===== config.mk =====
export PLATFORM = sky130hd
export DESIGN_NAME = acis_top
export DESIGN_NICKNAME = d
export VERILOG_FILES = /design/src/core/acis_pkg.sv /design/src/core/acis_cfg_if.sv /design/src/core/acis_top.sv /design/src/core/acis_cfg_mem.sv
export SDC_FILE = /design/constraint.sdc
export NUM_CORES = 1
export LEC_CHECK = 0
export ABC_AREA = 1
export BUFFER_PORTS_ARGS = -buffer_cell sky130_fd_sc_hd__buf_2
export CORE_UTILIZATION = 50
export DETAILED_ROUTE_END_ITERATION = 16
export GPL_TIMING_DRIVEN = 1
export PLACE_DENSITY = 0.76
export SETUP_SLACK_MARGIN = 0.4
export SLEW_MARGIN = 20
export SYNTH_ARGS = -nofsm -noshare
export SYNTH_HDL_FRONTEND = slang
export SYNTH_HIERARCHICAL = 1
export SYNTH_SLANG_ARGS = --single-unit

===== constraint.sdc =====
create_clock -name mclk -period 5.5 [get_ports mclk]
set_clock_uncertainty 0.1 [all_clocks]
set_input_delay 1.1 -clock mclk [delete_from_list [all_inputs] [get_ports mclk]]
set_output_delay 1.1 -clock mclk [all_outputs]
set_load 0.02 [all_outputs]

===== src/core/acis_pkg.sv =====
// acis_pkg: shared constants, field layouts and helpers of the channel input select block
// assumes a 25 MHz mclk and a serial clock sampled by mclk
package acis_pkg;
    // ----------------------------------------------------------------
    // widths
    // ----------------------------------------------------------------
    localparam int RESULT_W = 24; // conversion result width
    localparam int SEL_W = 3; // analog input index width
    localparam int RATE_W = 3; // result rate code width
    localparam int CH_W = 3; // channel index width
    localparam int CFG_W = 10; // stored word per channel
    localparam int MEM_DEPTH = 8; // rows in the config store
    localparam int TMR_W = 24; // conversion period counter width
    localparam int BYTE_W = 8; // serial byte
    localparam int CNT_W = 3; // bit counter within a byte

    // ----------------------------------------------------------------
    // stored word layout: {rate, ref, pos, neg}
    // ----------------------------------------------------------------
    localparam int NEG_LSB = 0; // negative input select
    localparam int POS_LSB = 3; // positive input select
    localparam int REF_BIT = 6; // reference select
    localparam int RATE_LSB = 7; // result rate code
    localparam logic [CFG_W-1:0] CFG_RESET = 10'h380; // fastest rate, first reference pair, inputs 0/0
    localparam logic REF_FIRST = 1'h0; // first reference pair
    localparam logic REF_SECOND = 1'h1; // second reference pair

    // ----------------------------------------------------------------
    // serial command byte: {read, channel, register}
    // ----------------------------------------------------------------
    localparam int CMD_RD_BIT = 7; // 1 = read, 0 = write
    localparam int CMD_CH_LSB = 4; // channel field
    localparam logic [3:0] REG_INPUT = 4'h0; // channel_input_control
    localparam logic [3:0] REG_RATE = 4'h1; // per channel result_rate code
    localparam logic [3:0] REG_RESULT = 4'h2; // latest conversion result
    localparam logic [CNT_W-1:0] LAST_BIT = 3'h7; // last bit of a byte

    // ----------------------------------------------------------------
    // channel limits
    // ----------------------------------------------------------------
    localparam logic [CH_W:0] DIFF_CH_MAX = 4'h4; // differential channels
    localparam logic [CH_W:0] SE_CH_MAX = 4'h7; // single-ended channels

    // ----------------------------------------------------------------
    // timing: rates in micro samples per second
    // ----------------------------------------------------------------
    localparam longint CLK_HZ = 25000000; // mclk rate
    localparam longint USPS_PER_SPS = 1000000; // unit scale
    localparam longint RATE_FAST_USPS = 214650000; // 214.65 SPS base
    localparam longint RATE_SLOW_USPS = 13420000; // 13.42 SPS base
    localparam longint FAST_CYCLES = CLK_HZ * USPS_PER_SPS / RATE_FAST_USPS; // cycles per fast result
    localparam longint SLOW_CYCLES = CLK_HZ * USPS_PER_SPS / RATE_SLOW_USPS; // cycles per slow result

    // serial engine states, gray along idle-cmd-data-done
    typedef enum logic [1:0] {
        ST_IDLE = 2'h0,
        ST_CMD = 2'h1,
        ST_DATA = 2'h3,
        ST_DONE = 2'h2
    } acis_state_e;

    // cycles per conversion for a rate code: codes 0-3 slow x8..x1, 4-7 fast x8..x1
    function automatic logic [TMR_W-1:0] acis_period(input logic [RATE_W-1:0] code,
                                                     input logic [TMR_W-1:0] fast,
                                                     input logic [TMR_W-1:0] slow);
        logic [TMR_W-1:0] base;
        base = code[2] ? fast : slow;
        return base << (2'h3 - code[1:0]);
    endfunction : acis_period

    // number of usable channels for the input mode
    function automatic logic [CH_W:0] acis_ch_limit(input logic single_ended);
        return single_ended ? SE_CH_MAX : DIFF_CH_MAX;
    endfunction : acis_ch_limit
endpackage : acis_pkg


===== src/core/acis_cfg_if.sv =====
// acis_cfg_if: carries the config store ports between the top and the store
// assumes both ends run on mclk
`timescale 1ns/100ps
interface acis_cfg_if;
    logic we; // write strobe
    logic [acis_pkg::CH_W-1:0] waddr; // write row
    logic [acis_pkg::CFG_W-1:0] wdata; // write word
    logic [acis_pkg::CH_W-1:0] raddr_a; // serial side read row
    logic [acis_pkg::CFG_W-1:0] rdata_a; // serial side read word
    logic [acis_pkg::CH_W-1:0] raddr_b; // scan side read row
    logic [acis_pkg::CFG_W-1:0] rdata_b; // scan side read word
    modport mem (input we, waddr, wdata, raddr_a, raddr_b, output rdata_a, rdata_b);
    modport user (output we, waddr, wdata, raddr_a, raddr_b, input rdata_a, rdata_b);
endinterface : acis_cfg_if


===== src/core/acis_top.sv =====
// acis_top: channel input select, result rate scan and serial port of the converter
// assumes serial pins are asynchronous to mclk; adc_sample comes from mclk logic
//
// Summary of operation
// - results are 24-bit two's complement values
// - rates span 1.6775 to 214.65 samples per second
// - four wire serial port: select, clock, in, out
// - serial output doubles as active low ready
// - each channel holds its own reference select
// - reset selects first reference pair everywhere
// - positive and negative selects choose any input
// - differential use gives at most four channels
// - single-ended use gives at most seven channels
// - select fields hold the binary input index
`timescale 1ns/100ps
module acis_top #(
    parameter int FAST_PERIOD_CYCLES = int'(acis_pkg::FAST_CYCLES), // mclk cycles per 214.65 SPS result
    parameter int SLOW_PERIOD_CYCLES = int'(acis_pkg::SLOW_CYCLES) // mclk cycles per 13.42 SPS result
) (
    input wire logic mclk, // block clock, 25 MHz
    input wire logic rst_b, // async reset, active low
    input wire logic chip_select_n, // serial select pin, active low
    input wire logic sclk, // serial clock pin
    input wire logic sdi, // serial data in pin
    output logic serial_out_data_ready_n, // serial data out, ready low between transfers
    output logic serial_out_oe, // drive enable of the serial out pin
    input wire logic single_ended_mode, // strap: 1 = single-ended, 0 = differential
    input wire logic [acis_pkg::RESULT_W-1:0] adc_sample, // filtered sample from the modulator
    output logic [acis_pkg::SEL_W-1:0] positive_input_select, // positive mux leg
    output logic [acis_pkg::SEL_W-1:0] negative_input_select, // negative mux leg
    output logic ref_select, // 0 first_reference_pair, 1 second_reference_pair
    output logic [acis_pkg::CH_W-1:0] active_channel, // channel being converted
    output logic conv_strobe // one cycle when a result is taken
);
    // ----------------------------------------------------------------
    // pin synchronisers
    // ----------------------------------------------------------------
    logic cs_s1_reg, cs_s2_reg; // select
    logic sclk_s1_reg, sclk_s2_reg, sclk_s3_reg; // clock, third stage for edges
    logic sdi_s1_reg, sdi_s2_reg; // data in
    logic se_s1_reg, se_s2_reg; // mode strap

    // two flops per pin before any logic
    always_ff @(posedge mclk or negedge rst_b) begin
        if (!rst_b) begin
            {cs_s1_reg, cs_s2_reg} <= 2'h3;
            {sclk_s1_reg, sclk_s2_reg, sclk_s3_reg} <= 3'h7;
            {sdi_s1_reg, sdi_s2_reg} <= 2'h0;
            {se_s1_reg, se_s2_reg} <= 2'h0;
        end else begin
            {cs_s1_reg, cs_s2_reg} <= {chip_select_n, cs_s1_reg};
            {sclk_s1_reg, sclk_s2_reg, sclk_s3_reg} <= {sclk, sclk_s1_reg, sclk_s2_reg};
            {sdi_s1_reg, sdi_s2_reg} <= {sdi, sdi_s1_reg};
            {se_s1_reg, se_s2_reg} <= {single_ended_mode, se_s1_reg};
        end
    end

    // ----------------------------------------------------------------
    // decode
    // ----------------------------------------------------------------
    wire cs_act = ~cs_s2_reg; // transfer framed
    wire sclk_rise = sclk_s2_reg & ~sclk_s3_reg; // host holds data, device samples
    wire sclk_fall = ~sclk_s2_reg & sclk_s3_reg; // device shifts out
    wire [acis_pkg::CH_W:0] ch_limit = acis_pkg::acis_ch_limit(se_s2_reg);

    acis_pkg::acis_state_e state_reg, state_next; // serial engine
    logic [acis_pkg::CNT_W-1:0] cnt_reg; // bit within byte
    logic [acis_pkg::BYTE_W-1:0] sh_in_reg; // incoming bits
    logic [acis_pkg::BYTE_W-1:0] cmd_reg; // latched command
    logic [acis_pkg::RESULT_W-1:0] sh_out_reg; // outgoing bits, msb first
    logic load_reg; // read data due next cycle
    logic ready_reg; // fresh result waiting
    logic [acis_pkg::RESULT_W-1:0] result_reg; // latest result
    logic [acis_pkg::CH_W-1:0] seq_ch_reg; // scanned channel
    logic [acis_pkg::TMR_W-1:0] tmr_reg; // conversion timer

    wire [acis_pkg::BYTE_W-1:0] byte_in = {sh_in_reg[acis_pkg::BYTE_W-2:0], sdi_s2_reg}; // byte with last bit
    wire byte_done = sclk_rise && cnt_reg == acis_pkg::LAST_BIT; // eighth rising edge
    wire cmd_rd = cmd_reg[acis_pkg::CMD_RD_BIT]; // read command
    wire [acis_pkg::CH_W-1:0] cmd_ch = cmd_reg[acis_pkg::CMD_CH_LSB +: acis_pkg::CH_W]; // addressed channel
    wire [3:0] cmd_regsel = cmd_reg[3:0]; // addressed register
    wire ch_ok = {1'b0, cmd_ch} < ch_limit; // channel exists in this mode
    wire cmd_take = state_reg == acis_pkg::ST_CMD && byte_done; // command byte complete
    wire rd_result = cmd_take && byte_in[acis_pkg::CMD_RD_BIT] && byte_in[3:0] == acis_pkg::REG_RESULT;

    // ----------------------------------------------------------------
    // config store
    // ----------------------------------------------------------------
    acis_cfg_if cfg_bus ();

    acis_cfg_mem u_mem (
        .mclk(mclk),
        .rst_b(rst_b),
        .cfg(cfg_bus.mem)
    );

    wire [acis_pkg::CFG_W-1:0] row_a = cfg_bus.rdata_a; // addressed channel word
    wire [acis_pkg::CFG_W-1:0] row_b = cfg_bus.rdata_b; // scanned channel word
    wire wr_commit = state_reg == acis_pkg::ST_DATA && byte_done && !cmd_rd && ch_ok;
    // merge the data byte into the addressed row; no conflict check is made
    wire [acis_pkg::CFG_W-1:0] row_input = {row_a[acis_pkg::RATE_LSB +: acis_pkg::RATE_W],
                                            byte_in[acis_pkg::REF_BIT:0]};
    wire [acis_pkg::CFG_W-1:0] row_rate = {byte_in[acis_pkg::RATE_W-1:0], row_a[acis_pkg::REF_BIT:0]};

    assign cfg_bus.we = wr_commit && (cmd_regsel == acis_pkg::REG_INPUT || cmd_regsel == acis_pkg::REG_RATE);
    assign cfg_bus.waddr = cmd_ch;
    assign cfg_bus.wdata = cmd_regsel == acis_pkg::REG_RATE ? row_rate : row_input;
    // the new command's channel is read as the command completes, so the word stands when the shifter loads
    assign cfg_bus.raddr_a = cmd_take ? byte_in[acis_pkg::CMD_CH_LSB +: acis_pkg::CH_W] : cmd_ch;
    assign cfg_bus.raddr_b = seq_ch_reg;

    // read word, left aligned so its msb goes first
    wire [acis_pkg::RESULT_W-1:0] rd_word =
        cmd_regsel == acis_pkg::REG_RESULT ? result_reg :
        !ch_ok ? '0 :
        cmd_regsel == acis_pkg::REG_INPUT ? {1'b0, row_a[acis_pkg::REF_BIT:0], 16'h0000} :
        cmd_regsel == acis_pkg::REG_RATE ? {5'h00, row_a[acis_pkg::RATE_LSB +: acis_pkg::RATE_W], 16'h0000} :
        '0;

    // ----------------------------------------------------------------
    // serial engine
    // ----------------------------------------------------------------
    // next state of the serial frame
    always_comb begin
        state_next = state_reg;
        case (state_reg)
            acis_pkg::ST_IDLE: begin
                if (cs_act) state_next = acis_pkg::ST_CMD;
            end
            acis_pkg::ST_CMD: begin
                if (byte_done) state_next = acis_pkg::ST_DATA;
            end
            acis_pkg::ST_DATA: begin
                if (byte_done && !cmd_rd) state_next = acis_pkg::ST_DONE; // one write byte only
            end
            acis_pkg::ST_DONE: begin
                state_next = acis_pkg::ST_DONE; // extra bits ignored
            end
            default: begin
                state_next = acis_pkg::ST_IDLE;
            end
        endcase
        if (!cs_act) state_next = acis_pkg::ST_IDLE; // select high ends any frame
    end

    // state, bit counter and input shifter
    always_ff @(posedge mclk or negedge rst_b) begin
        if (!rst_b) begin
            state_reg <= acis_pkg::ST_IDLE;
            cnt_reg <= '0;
            sh_in_reg <= '0;
            cmd_reg <= '0;
        end else begin
            state_reg <= state_next;
            if (state_reg == acis_pkg::ST_IDLE) cnt_reg <= '0;
            else if (sclk_rise) cnt_reg <= cnt_reg + 3'h1;
            if (sclk_rise) sh_in_reg <= byte_in;
            if (cmd_take) cmd_reg <= byte_in;
        end
    end

    // output shifter and pin; ready shows outside the read data phase
    always_ff @(posedge mclk or negedge rst_b) begin
        if (!rst_b) begin
            load_reg <= 1'b0;
            sh_out_reg <= '0;
            serial_out_data_ready_n <= 1'b1;
            serial_out_oe <= 1'b0;
        end else begin
            load_reg <= cmd_take && byte_in[acis_pkg::CMD_RD_BIT];
            serial_out_oe <= cs_act;
            if (load_reg) sh_out_reg <= rd_word;
            else if (sclk_fall && state_reg == acis_pkg::ST_DATA) sh_out_reg <= sh_out_reg << 1;
            if (state_reg == acis_pkg::ST_DATA && cmd_rd) begin
                if (sclk_fall) serial_out_data_ready_n <= sh_out_reg[acis_pkg::RESULT_W-1];
            end else begin
                serial_out_data_ready_n <= ~ready_reg;
            end
        end
    end

    // ----------------------------------------------------------------
    // conversion scan
    // ----------------------------------------------------------------
    wire [acis_pkg::TMR_W-1:0] period = acis_pkg::acis_period(row_b[acis_pkg::RATE_LSB +: acis_pkg::RATE_W],
        acis_pkg::TMR_W'(FAST_PERIOD_CYCLES), acis_pkg::TMR_W'(SLOW_PERIOD_CYCLES));
    wire conv_done = tmr_reg >= period - 24'h000001; // period elapsed
    wire [acis_pkg::CH_W:0] ch_inc = {1'b0, seq_ch_reg} + 4'h1; // next channel index
    wire ch_wrap = ch_inc >= ch_limit;

    // timer, channel walk and result capture; a new result beats a clearing read
    always_ff @(posedge mclk or negedge rst_b) begin
        if (!rst_b) begin
            tmr_reg <= '0;
            seq_ch_reg <= '0;
            result_reg <= '0;
            ready_reg <= 1'b0;
            conv_strobe <= 1'b0;
        end else begin
            conv_strobe <= conv_done;
            if (conv_done) begin
                tmr_reg <= '0;
                seq_ch_reg <= ch_wrap ? '0 : ch_inc[acis_pkg::CH_W-1:0];
                result_reg <= adc_sample;
                ready_reg <= 1'b1;
            end else begin
                tmr_reg <= tmr_reg + 24'h000001;
                if (rd_result) ready_reg <= 1'b0;
            end
        end
    end

    // analog mux drive; the host keeps inputs six and seven free on the second pair
    always_ff @(posedge mclk or negedge rst_b) begin
        if (!rst_b) begin
            positive_input_select <= '0;
            negative_input_select <= '0;
            ref_select <= acis_pkg::REF_FIRST;
            active_channel <= '0;
        end else begin
            positive_input_select <= row_b[acis_pkg::POS_LSB +: acis_pkg::SEL_W];
            negative_input_select <= row_b[acis_pkg::NEG_LSB +: acis_pkg::SEL_W];
            ref_select <= row_b[acis_pkg::REF_BIT];
            active_channel <= seq_ch_reg;
        end
    end

    // ----------------------------------------------------------------
    // checks
    // ----------------------------------------------------------------
    a_result_capture: assert property (@(posedge mclk) disable iff (!rst_b)
        conv_strobe |-> result_reg == $past(adc_sample) && ready_reg)
        else $error("result not taken from sample");

    a_period_bound: assert property (@(posedge mclk) disable iff (!rst_b)
        tmr_reg < acis_pkg::TMR_W'(SLOW_PERIOD_CYCLES) << 3)
        else $error("conversion timer beyond slowest rate");

    a_pin_released: assert property (@(posedge mclk) disable iff (!rst_b)
        cs_s2_reg ##1 cs_s2_reg |-> !serial_out_oe)
        else $error("serial out driven while deselected");

    a_ready_shown: assert property (@(posedge mclk) disable iff (!rst_b)
        state_reg == acis_pkg::ST_CMD ##1 cs_act |-> serial_out_data_ready_n == !$past(ready_reg))
        else $error("ready not shown on serial out");

    a_ready_cleared: assert property (@(posedge mclk) disable iff (!rst_b)
        rd_result && !conv_done |=> !ready_reg ##1 (!ready_reg || conv_strobe))
        else $error("result read did not clear ready");

    a_scan_wrap: assert property (@(posedge mclk) disable iff (!rst_b)
        conv_done && ch_wrap |=> seq_ch_reg == '0)
        else $error("scan passed the channel limit");

    a_write_gate: assert property (@(posedge mclk) disable iff (!rst_b)
        cfg_bus.we |-> {1'b0, cfg_bus.waddr} < ch_limit)
        else $error("write to a channel beyond the limit");

    a_mux_follow: assert property (@(posedge mclk) disable iff (!rst_b)
        $stable(seq_ch_reg) ##1 $stable(seq_ch_reg) && !$past(cfg_bus.we) |=>
            positive_input_select == $past(row_b[acis_pkg::POS_LSB +: acis_pkg::SEL_W]) &&
            negative_input_select == $past(row_b[acis_pkg::NEG_LSB +: acis_pkg::SEL_W]))
        else $error("mux selects do not follow the channel word");
endmodule : acis_top


===== src/core/acis_cfg_mem.sv =====
// acis_cfg_mem: per channel input control store, one write port, two registered read ports
// assumes mclk domain and asynchronous active low reset
`timescale 1ns/100ps
module acis_cfg_mem (
    input wire logic mclk, // block clock
    input wire logic rst_b, // async reset, active low
    acis_cfg_if.mem cfg // store ports
);
    // ----------------------------------------------------------------
    // storage
    // ----------------------------------------------------------------
    logic [acis_pkg::CFG_W-1:0] row_reg [acis_pkg::MEM_DEPTH]; // one word per channel

    // rows reset to the first reference pair and fastest rate
    always_ff @(posedge mclk or negedge rst_b) begin
        if (!rst_b) begin
            for (int i = 0; i < acis_pkg::MEM_DEPTH; i++) begin
                row_reg[i] <= acis_pkg::CFG_RESET;
            end
        end else if (cfg.we) begin
            row_reg[cfg.waddr] <= cfg.wdata;
        end
    end

    // registered read ports
    always_ff @(posedge mclk or negedge rst_b) begin
        if (!rst_b) begin
            cfg.rdata_a <= acis_pkg::CFG_RESET;
            cfg.rdata_b <= acis_pkg::CFG_RESET;
        end else begin
            cfg.rdata_a <= row_reg[cfg.raddr_a];
            cfg.rdata_b <= row_reg[cfg.raddr_b];
        end
    end

    // a written reference select is what the row then holds
    a_ref_write_kept: assert property (@(posedge mclk) disable iff (!rst_b)
        cfg.we |=> row_reg[$past(cfg.waddr)][acis_pkg::REF_BIT] == $past(cfg.wdata[acis_pkg::REF_BIT]))
        else $error("reference select not stored");
endmodule : acis_cfg_mem


Yosys cells after proc, flatten, opt, wreduce, memory -nomap -nowiden
Cells that the tools add are included.
Widths: inputs -> output; s select.
{"block": "word_totals", "regBits": 219, "output_inout_bits": 13, "elab_cells": 119}
{"block": "op_classes", "add_sub_neg": 5, "order_cmp": 7, "n_eq_ne": 10, "shift": 1, "mux": 31, "bitwise_logic": 9, "n_reduce_logical": 20}
{"operator": "$mux 24", "n": 4}
{"operator": "$bwmux 80", "n": 1}
{"operator": "$bmux 10 s3", "n": 2}
{"operator": "$mux 10", "n": 6}
{"operator": "$mux 23", "n": 2}
{"operator": "$demux 10 s3", "n": 1}
{"operator": "$add 24x1->24 const B", "n": 1}
{"operator": "$ge 24x24->1", "n": 1}
{"operator": "$shl 21x2->24", "n": 1}
{"operator": "$sub 24x1->24 const B", "n": 1}
{"operator": "$mux 21", "n": 1}
{"operator": "$mux 19", "n": 1}
{"operator": "$ge 4x4->1 const B", "n": 3}
{"operator": "$logic_and 1x1->1", "n": 12}
{"operator": "$mux 3", "n": 4}
{"operator": "$not 3->4", "n": 3}
{"operator": "$eq 4x2->1 const B", "n": 2}
{"operator": "$mux 2", "n": 4}
{"operator": "$pmux 2 s4", "n": 1}
{"operator": "$reduce_bool 2->1", "n": 3}
{"operator": "$add 3x1->4 const B", "n": 1}
{"operator": "$eq 2x2->1 const B", "n": 2}
{"operator": "$eq 4x1->1 const B", "n": 1}
{"operator": "$ge 4x3->1", "n": 1}
{"operator": "17 further kinds", "n": 24}

Depth between registers and ports, before layout
{"block": "depth", "depth_word": 9, "ltp_mapped": 17, "depth_no_buf": 16}

Hierarchy
Netlist, hierarchy kept.
{"module": "acis_top", "n_inst": 1, "cells_per_inst": 779, "area_each_um2": 6423.7, "seq_area_each_um2": 2985.4}
{"module": "acis_cfg_mem", "n_inst": 1, "cells_per_inst": 757, "area_each_um2": 5368.9, "seq_area_each_um2": 2539.9}

Least setup slack after synthesis
Ideal clock, no wire load.
{"block": "synth_timing", "path_type": "flip-flop to flip-flop", "start": "register u_mem.cfg.rdata_b[9]", "end": "register seq_ch_reg (netlist bit cfg_bus.raddr_b[0])", "setup_time_ns": 0.116, "arrival_time_ns": 2.594, "required_time_ns": 5.284, "setup_slack_ns": 2.689, "path_stages_with_launch": 17, "period_less_slack_ns": 2.811, "cell_sequence": "dfstp_2 inv_1 ha_1 or2_2 o21ai_0 ha_1 ha_1 nand2_1 o21bai_1 nand2_1 nand2_1 nand2_1 nand2_1 buf_6 buf_6 nand3_2 nand2_1"}
{"block": "synth_via", "elab_chain_len": 4}
{"element": "from (decl)", "line": "acis_cfg_if.sv:12", "source": "modport mem (input we, waddr, wdata, raddr_a, raddr_b, output rdata_a, rdata_b);"}
{"element": "from (signal assigned)", "line": "acis_cfg_mem.sv:29", "source": "cfg.rdata_b <= acis_pkg::CFG_RESET;"}
{"element": "from (signal assigned)", "line": "acis_cfg_mem.sv:32", "source": "cfg.rdata_b <= row_reg[cfg.raddr_b];"}
{"element": "$mux 21", "line": "acis_pkg.sv:67", "source": "base = code[2] ? fast : slow;"}
{"element": "$shl 21x2->24", "line": "acis_pkg.sv:68", "source": "return base << (2'h3 - code[1:0]);"}
{"element": "$sub 24x1->24", "line": "acis_top.sv:187", "source": "wire conv_done = tmr_reg >= period - 24'h000001;"}
{"element": "$ge 24x24->1", "line": "acis_top.sv:187"}
{"element": "to (signal assigned)", "line": "acis_top.sv:203", "source": "seq_ch_reg <= ch_wrap ? '0 : ch_inc[acis_pkg::CH_W-1:0];"}
{"element": "to (decl)", "line": "acis_top.sv:74", "source": "logic [acis_pkg::CH_W-1:0] seq_ch_reg;"}
Every way passes these cells.
A chain may end at the register's enable or synchronous reset.

Worst setup path in the final report
{"block": "layout_timing", "start": "register u_mem.cfg.rdata_b[9]", "end": "register result_reg[3] in the netlist's numbering"}
{"block": "layout_via", "elab_chain_len": 4}
{"element": "$mux 21", "line": "acis_pkg.sv:67"}
{"element": "$shl 21x2->24", "line": "acis_pkg.sv:68"}
{"element": "$sub 24x1->24", "line": "acis_top.sv:187"}
{"element": "$ge 24x24->1", "line": "acis_top.sv:187"}
{"element": "to (signal assigned)", "line": "acis_top.sv:204", "source": "result_reg <= adc_sample;"}
{"element": "to (decl)", "line": "acis_top.sv:73", "source": "logic [acis_pkg::RESULT_W-1:0] result_reg;"}
Every way passes these cells.

==> impl_metrics.tcl <==
set metrics [dict create \
    detail_route.iter0.violations 1048 \
    place.detailed.instances 1832 \
    grt_start_max_net_pins 135 \
    area_growth_syn_to_layout_pct 9.53 \
    worstSkewPairLatency_ns 0.52 \
    crit_path_arrival_time_ns 4.27 \
    synth.cell_area_um2 11800 \
    number_of_buffers_on_the_longest_clock_path 3 \
    sw_frac_of_total_pct 21.5 \
    yosysSeqAreaShare_pct 46.9 \
    hold_path.class "reg -> reg" \
    cts-buffers-inserted 24 \
    grt_first_pass_wirelength_mm 46.3 \
    synth_flop_cell "sky130_fd_sc_hd__dfrtp_1" \
    gp_congestion 0.887 \
    cap_violations 0 \
    place.port_buffers 42 \
    netSwitchingPower_mw 0.729 \
    fmaxAchievable_ghz 0.252 \
    via_per_inst 5.25 \
    cp_common_cell "sky130_fd_sc_hd__nand2_1" \
    multi_input_comb_area_um2 5170 \
    synth_fp_nets 1605 \
    start_kind "flip-flop" \
    fill_cells 2035 \
    finalCritPeriodShare_pct 72.2 \
    irDropWorstVdd_mv 0.289 \
    synth-edff-count 0 \
    synthArstFlopShare_pct 100 \
    clock_sink_count 219 \
    whs_ns 0.248 \
    pwr-share-comb_pct 2.9 \
    cts.clk_slew.worst_paths_ns 0.06 \
    setup_total_negative_slack_ns 0 \
    timing.slew.headroom_pct 33.6 \
    die_x_extent_um 156 \
    post_route_cells_drive_above_1_share_pct 12.2 \
    cts-resized-gates 0 \
    wirelength_mm 27.7 \
    worst_setup_path_end_kind "flip-flop" \
    slowest_delay_ns 0.66 \
    unrepaired_setup_endpoints_after_global_routing "no" \
    post_synth_num_cell_types 41 \
    drt_pass1_iterations 5 \
    core_area_um2 22900 \
    synthesis.area_per_instance_um2 7.68 \
    yosys_register_bits 219 \
    p_leak_nw 6.54 \
    final_common_cell "sky130_fd_sc_hd__nand2_1" \
    worst_pin_slew_ns 0.993 \
    route.detailed.drc 0 \
    final-hold-violation-count 0 \
    post_cts.repair.setup_buffers 0 \
    power-per-cell-area_nw_per_um2 263 \
    max_ffs_per_register 80 \
    timing.final.max_slew_violations 0 \
    antenna_cells_inserted 0 \
    fp_rows 55 \
    critPathKind "reg -> reg" \
    cellInternalPower_mw 2.66 \
    h-tree-depth 1 \
    floorplan.die_area_um2 24200 \
    timing.final.ws_setup_ns 1.53 \
    initial_utilization_pct 51.5 \
    most-common-layout-cells "sky130_fd_sc_hd__nand2_1, sky130_fd_sc_hd__dfrtp_1, sky130_fd_sc_hd__inv_1" \
    synth_warnings 6 \
    seq_power_share_pct 48.4 \
    path_cells "inv_1 > ha_1 > or2_2 > o21ai_0 > ha_1 > ha_1 > nand2_1 > nor2_1 > nand2_1 > nand2_1 > nor2_1 > nand2_1 > nand2_1 > buf_4 > nand2_2 > nand2_1 > nand2_1" \
    clock_tree.root_cell "sky130_fd_sc_hd__clkbuf_16" \
    drt-wirelength-per-cell_um 14.8 \
    postSynthCellCount 1536 \
    fp.dieH_um 156 \
    status "finished clean" \
    tritoncts_clock_tree "yes" \
    globalRoute.totalOverflow 0 \
    ctsHoldBuffers 0 \
    final_core_utilization_pct 56.4 \
    worstPathMaxFanout 52 \
    dpl_ws_ns 1.55 \
    cp_slowest_cell "sky130_fd_sc_hd__nand2_2" \
    detailroute.via_count 9845 \
    seq_area_um2 5530 \
    antenna_found_initial 0 \
    io-pin-count 43 \
    detailed_place_hpwl_mm 17.8 \
    setup_viol 0 \
    tmin_final_ns 3.97 \
    ant_nets 0 \
    first_global_vias 9559 \
    final_cells 1876 \
    timing.critical_path.required_ns 5.80 \
    power.share.clock_pct 48.7 \
    fin_nets 1615 \
    gr-usage-all-layers_pct 23.4 \
]
[cells in the mapped netlist, types with 6 or more instances]
library cell | instances | area (um^2)
sky130_fd_sc_hd__nand2_1 | 564 | 2120
sky130_fd_sc_hd__dfrtp_1 | 183 | 4580
sky130_fd_sc_hd__inv_1 | 170 | 638
sky130_fd_sc_hd__nand3_1 | 138 | 691
sky130_fd_sc_hd__nor2_1 | 83 | 312
sky130_fd_sc_hd__o21ai_1 | 62 | 310
sky130_fd_sc_hd__o21ai_0 | 61 | 305
sky130_fd_sc_hd__ha_1 | 39 | 488
sky130_fd_sc_hd__dfstp_2 | 36 | 946
sky130_fd_sc_hd__buf_2 | 25 | 125
sky130_fd_sc_hd__nand3_2 | 22 | 220
sky130_fd_sc_hd__a21oi_1 | 19 | 95.1
sky130_fd_sc_hd__clkbuf_1 | 17 | 63.8
sky130_fd_sc_hd__buf_4 | 13 | 97.6
sky130_fd_sc_hd__buf_6 | 12 | 135
sky130_fd_sc_hd__xor2_1 | 12 | 105
sky130_fd_sc_hd__o21ai_2 | 11 | 96.3
sky130_fd_sc_hd__nor2_2 | 10 | 62.6
sky130_fd_sc_hd__nand4_1 | 7 | 43.8
sky130_fd_sc_hd__nor3_1 | 7 | 35.0
sky130_fd_sc_hd__inv_2 | 6 | 22.5
[worst paths after layout]
kind                                 startpoint                        to  slack (ns)  cells after the start
setup / recovery           u_mem/cfg.rdata_b[9]             result_reg[3]        1.53                     17
hold / removal             u_mem/cfg.rdata_b[3]  positive_input_select[0]        0.25                      0
setup reg to reg           u_mem/cfg.rdata_b[9]             result_reg[3]        1.53                     17
hold reg to reg            u_mem/cfg.rdata_b[3]  positive_input_select[0]        0.25                      0
max in group asynchronous                 rst_b   serial_out_data_ready_n        3.56                      3
min in group asynchronous                 rst_b               tmr_reg[16]        0.42                      1
[power by group through the flow]
stage                     Clock [mW]  Sequential [mW]  Combinational [mW]
final                           1.65             1.64              0.0994
after global routing            1.75             1.64               0.115
after CTS                       1.68             1.64              0.0990
after detailed placement           0             1.67              0.0981
after global placement             0             1.67              0.0971
after floorplan                    0             1.67              0.0367
[cell families (layout without fill, tap and decap cells)]
family / Yosys count / after routing / synth area share (%)
simple gates: 843 / 843 / 30.5
xor+xnor: 14 / 14 / 1.04
compound gates: 171 / 171 / 8.08
flops: 219 / 219 / 46.9
fa+ha+maj: 39 / 39 / 4.14
buf+inv: 250 / 277 / 9.41
[stage by stage]
stage                     instance area, um^2  total power [mW]
final                                   12900              3.39
after CTS                               12900              3.42
after detailed placement                12100              1.77
after floorplan                         11800              1.70
after global placement                  12100              1.77
after global routing                    12900              3.50
[worst max-delay path: cells and delay by family (launching register included)]
family	cells	cell delay, ns
AOI/OAI and AO/OA	1	0.09
adders and majority gates	3	0.79
buffers and inverters	2	0.54
DFF	1	0.60
and+or+nand+nor	11	1.71
[final cells by class]
cell class	instances	share of cell area [%]
timing repair buffer	54	2.56
tap	313	3.03
clock buffer	35	5.68
clock inverter	8	0.707
inverter	180	5.23
sequential	219	42.8
multi-input combinational	1067	40.0
[routing by layer]
metal | vias up | track usage, % | share of wire (%)
li1 | 4849 | - | -
met3 | 27 | 2.94 | 5.6
met2 | 322 | 38.3 | 48
met5 | - | 0 | 0
met4 | 0 | 6.63 | 1.4
met1 | 4647 | 32.6 | 45
Power figures use the tool's default switching activity.
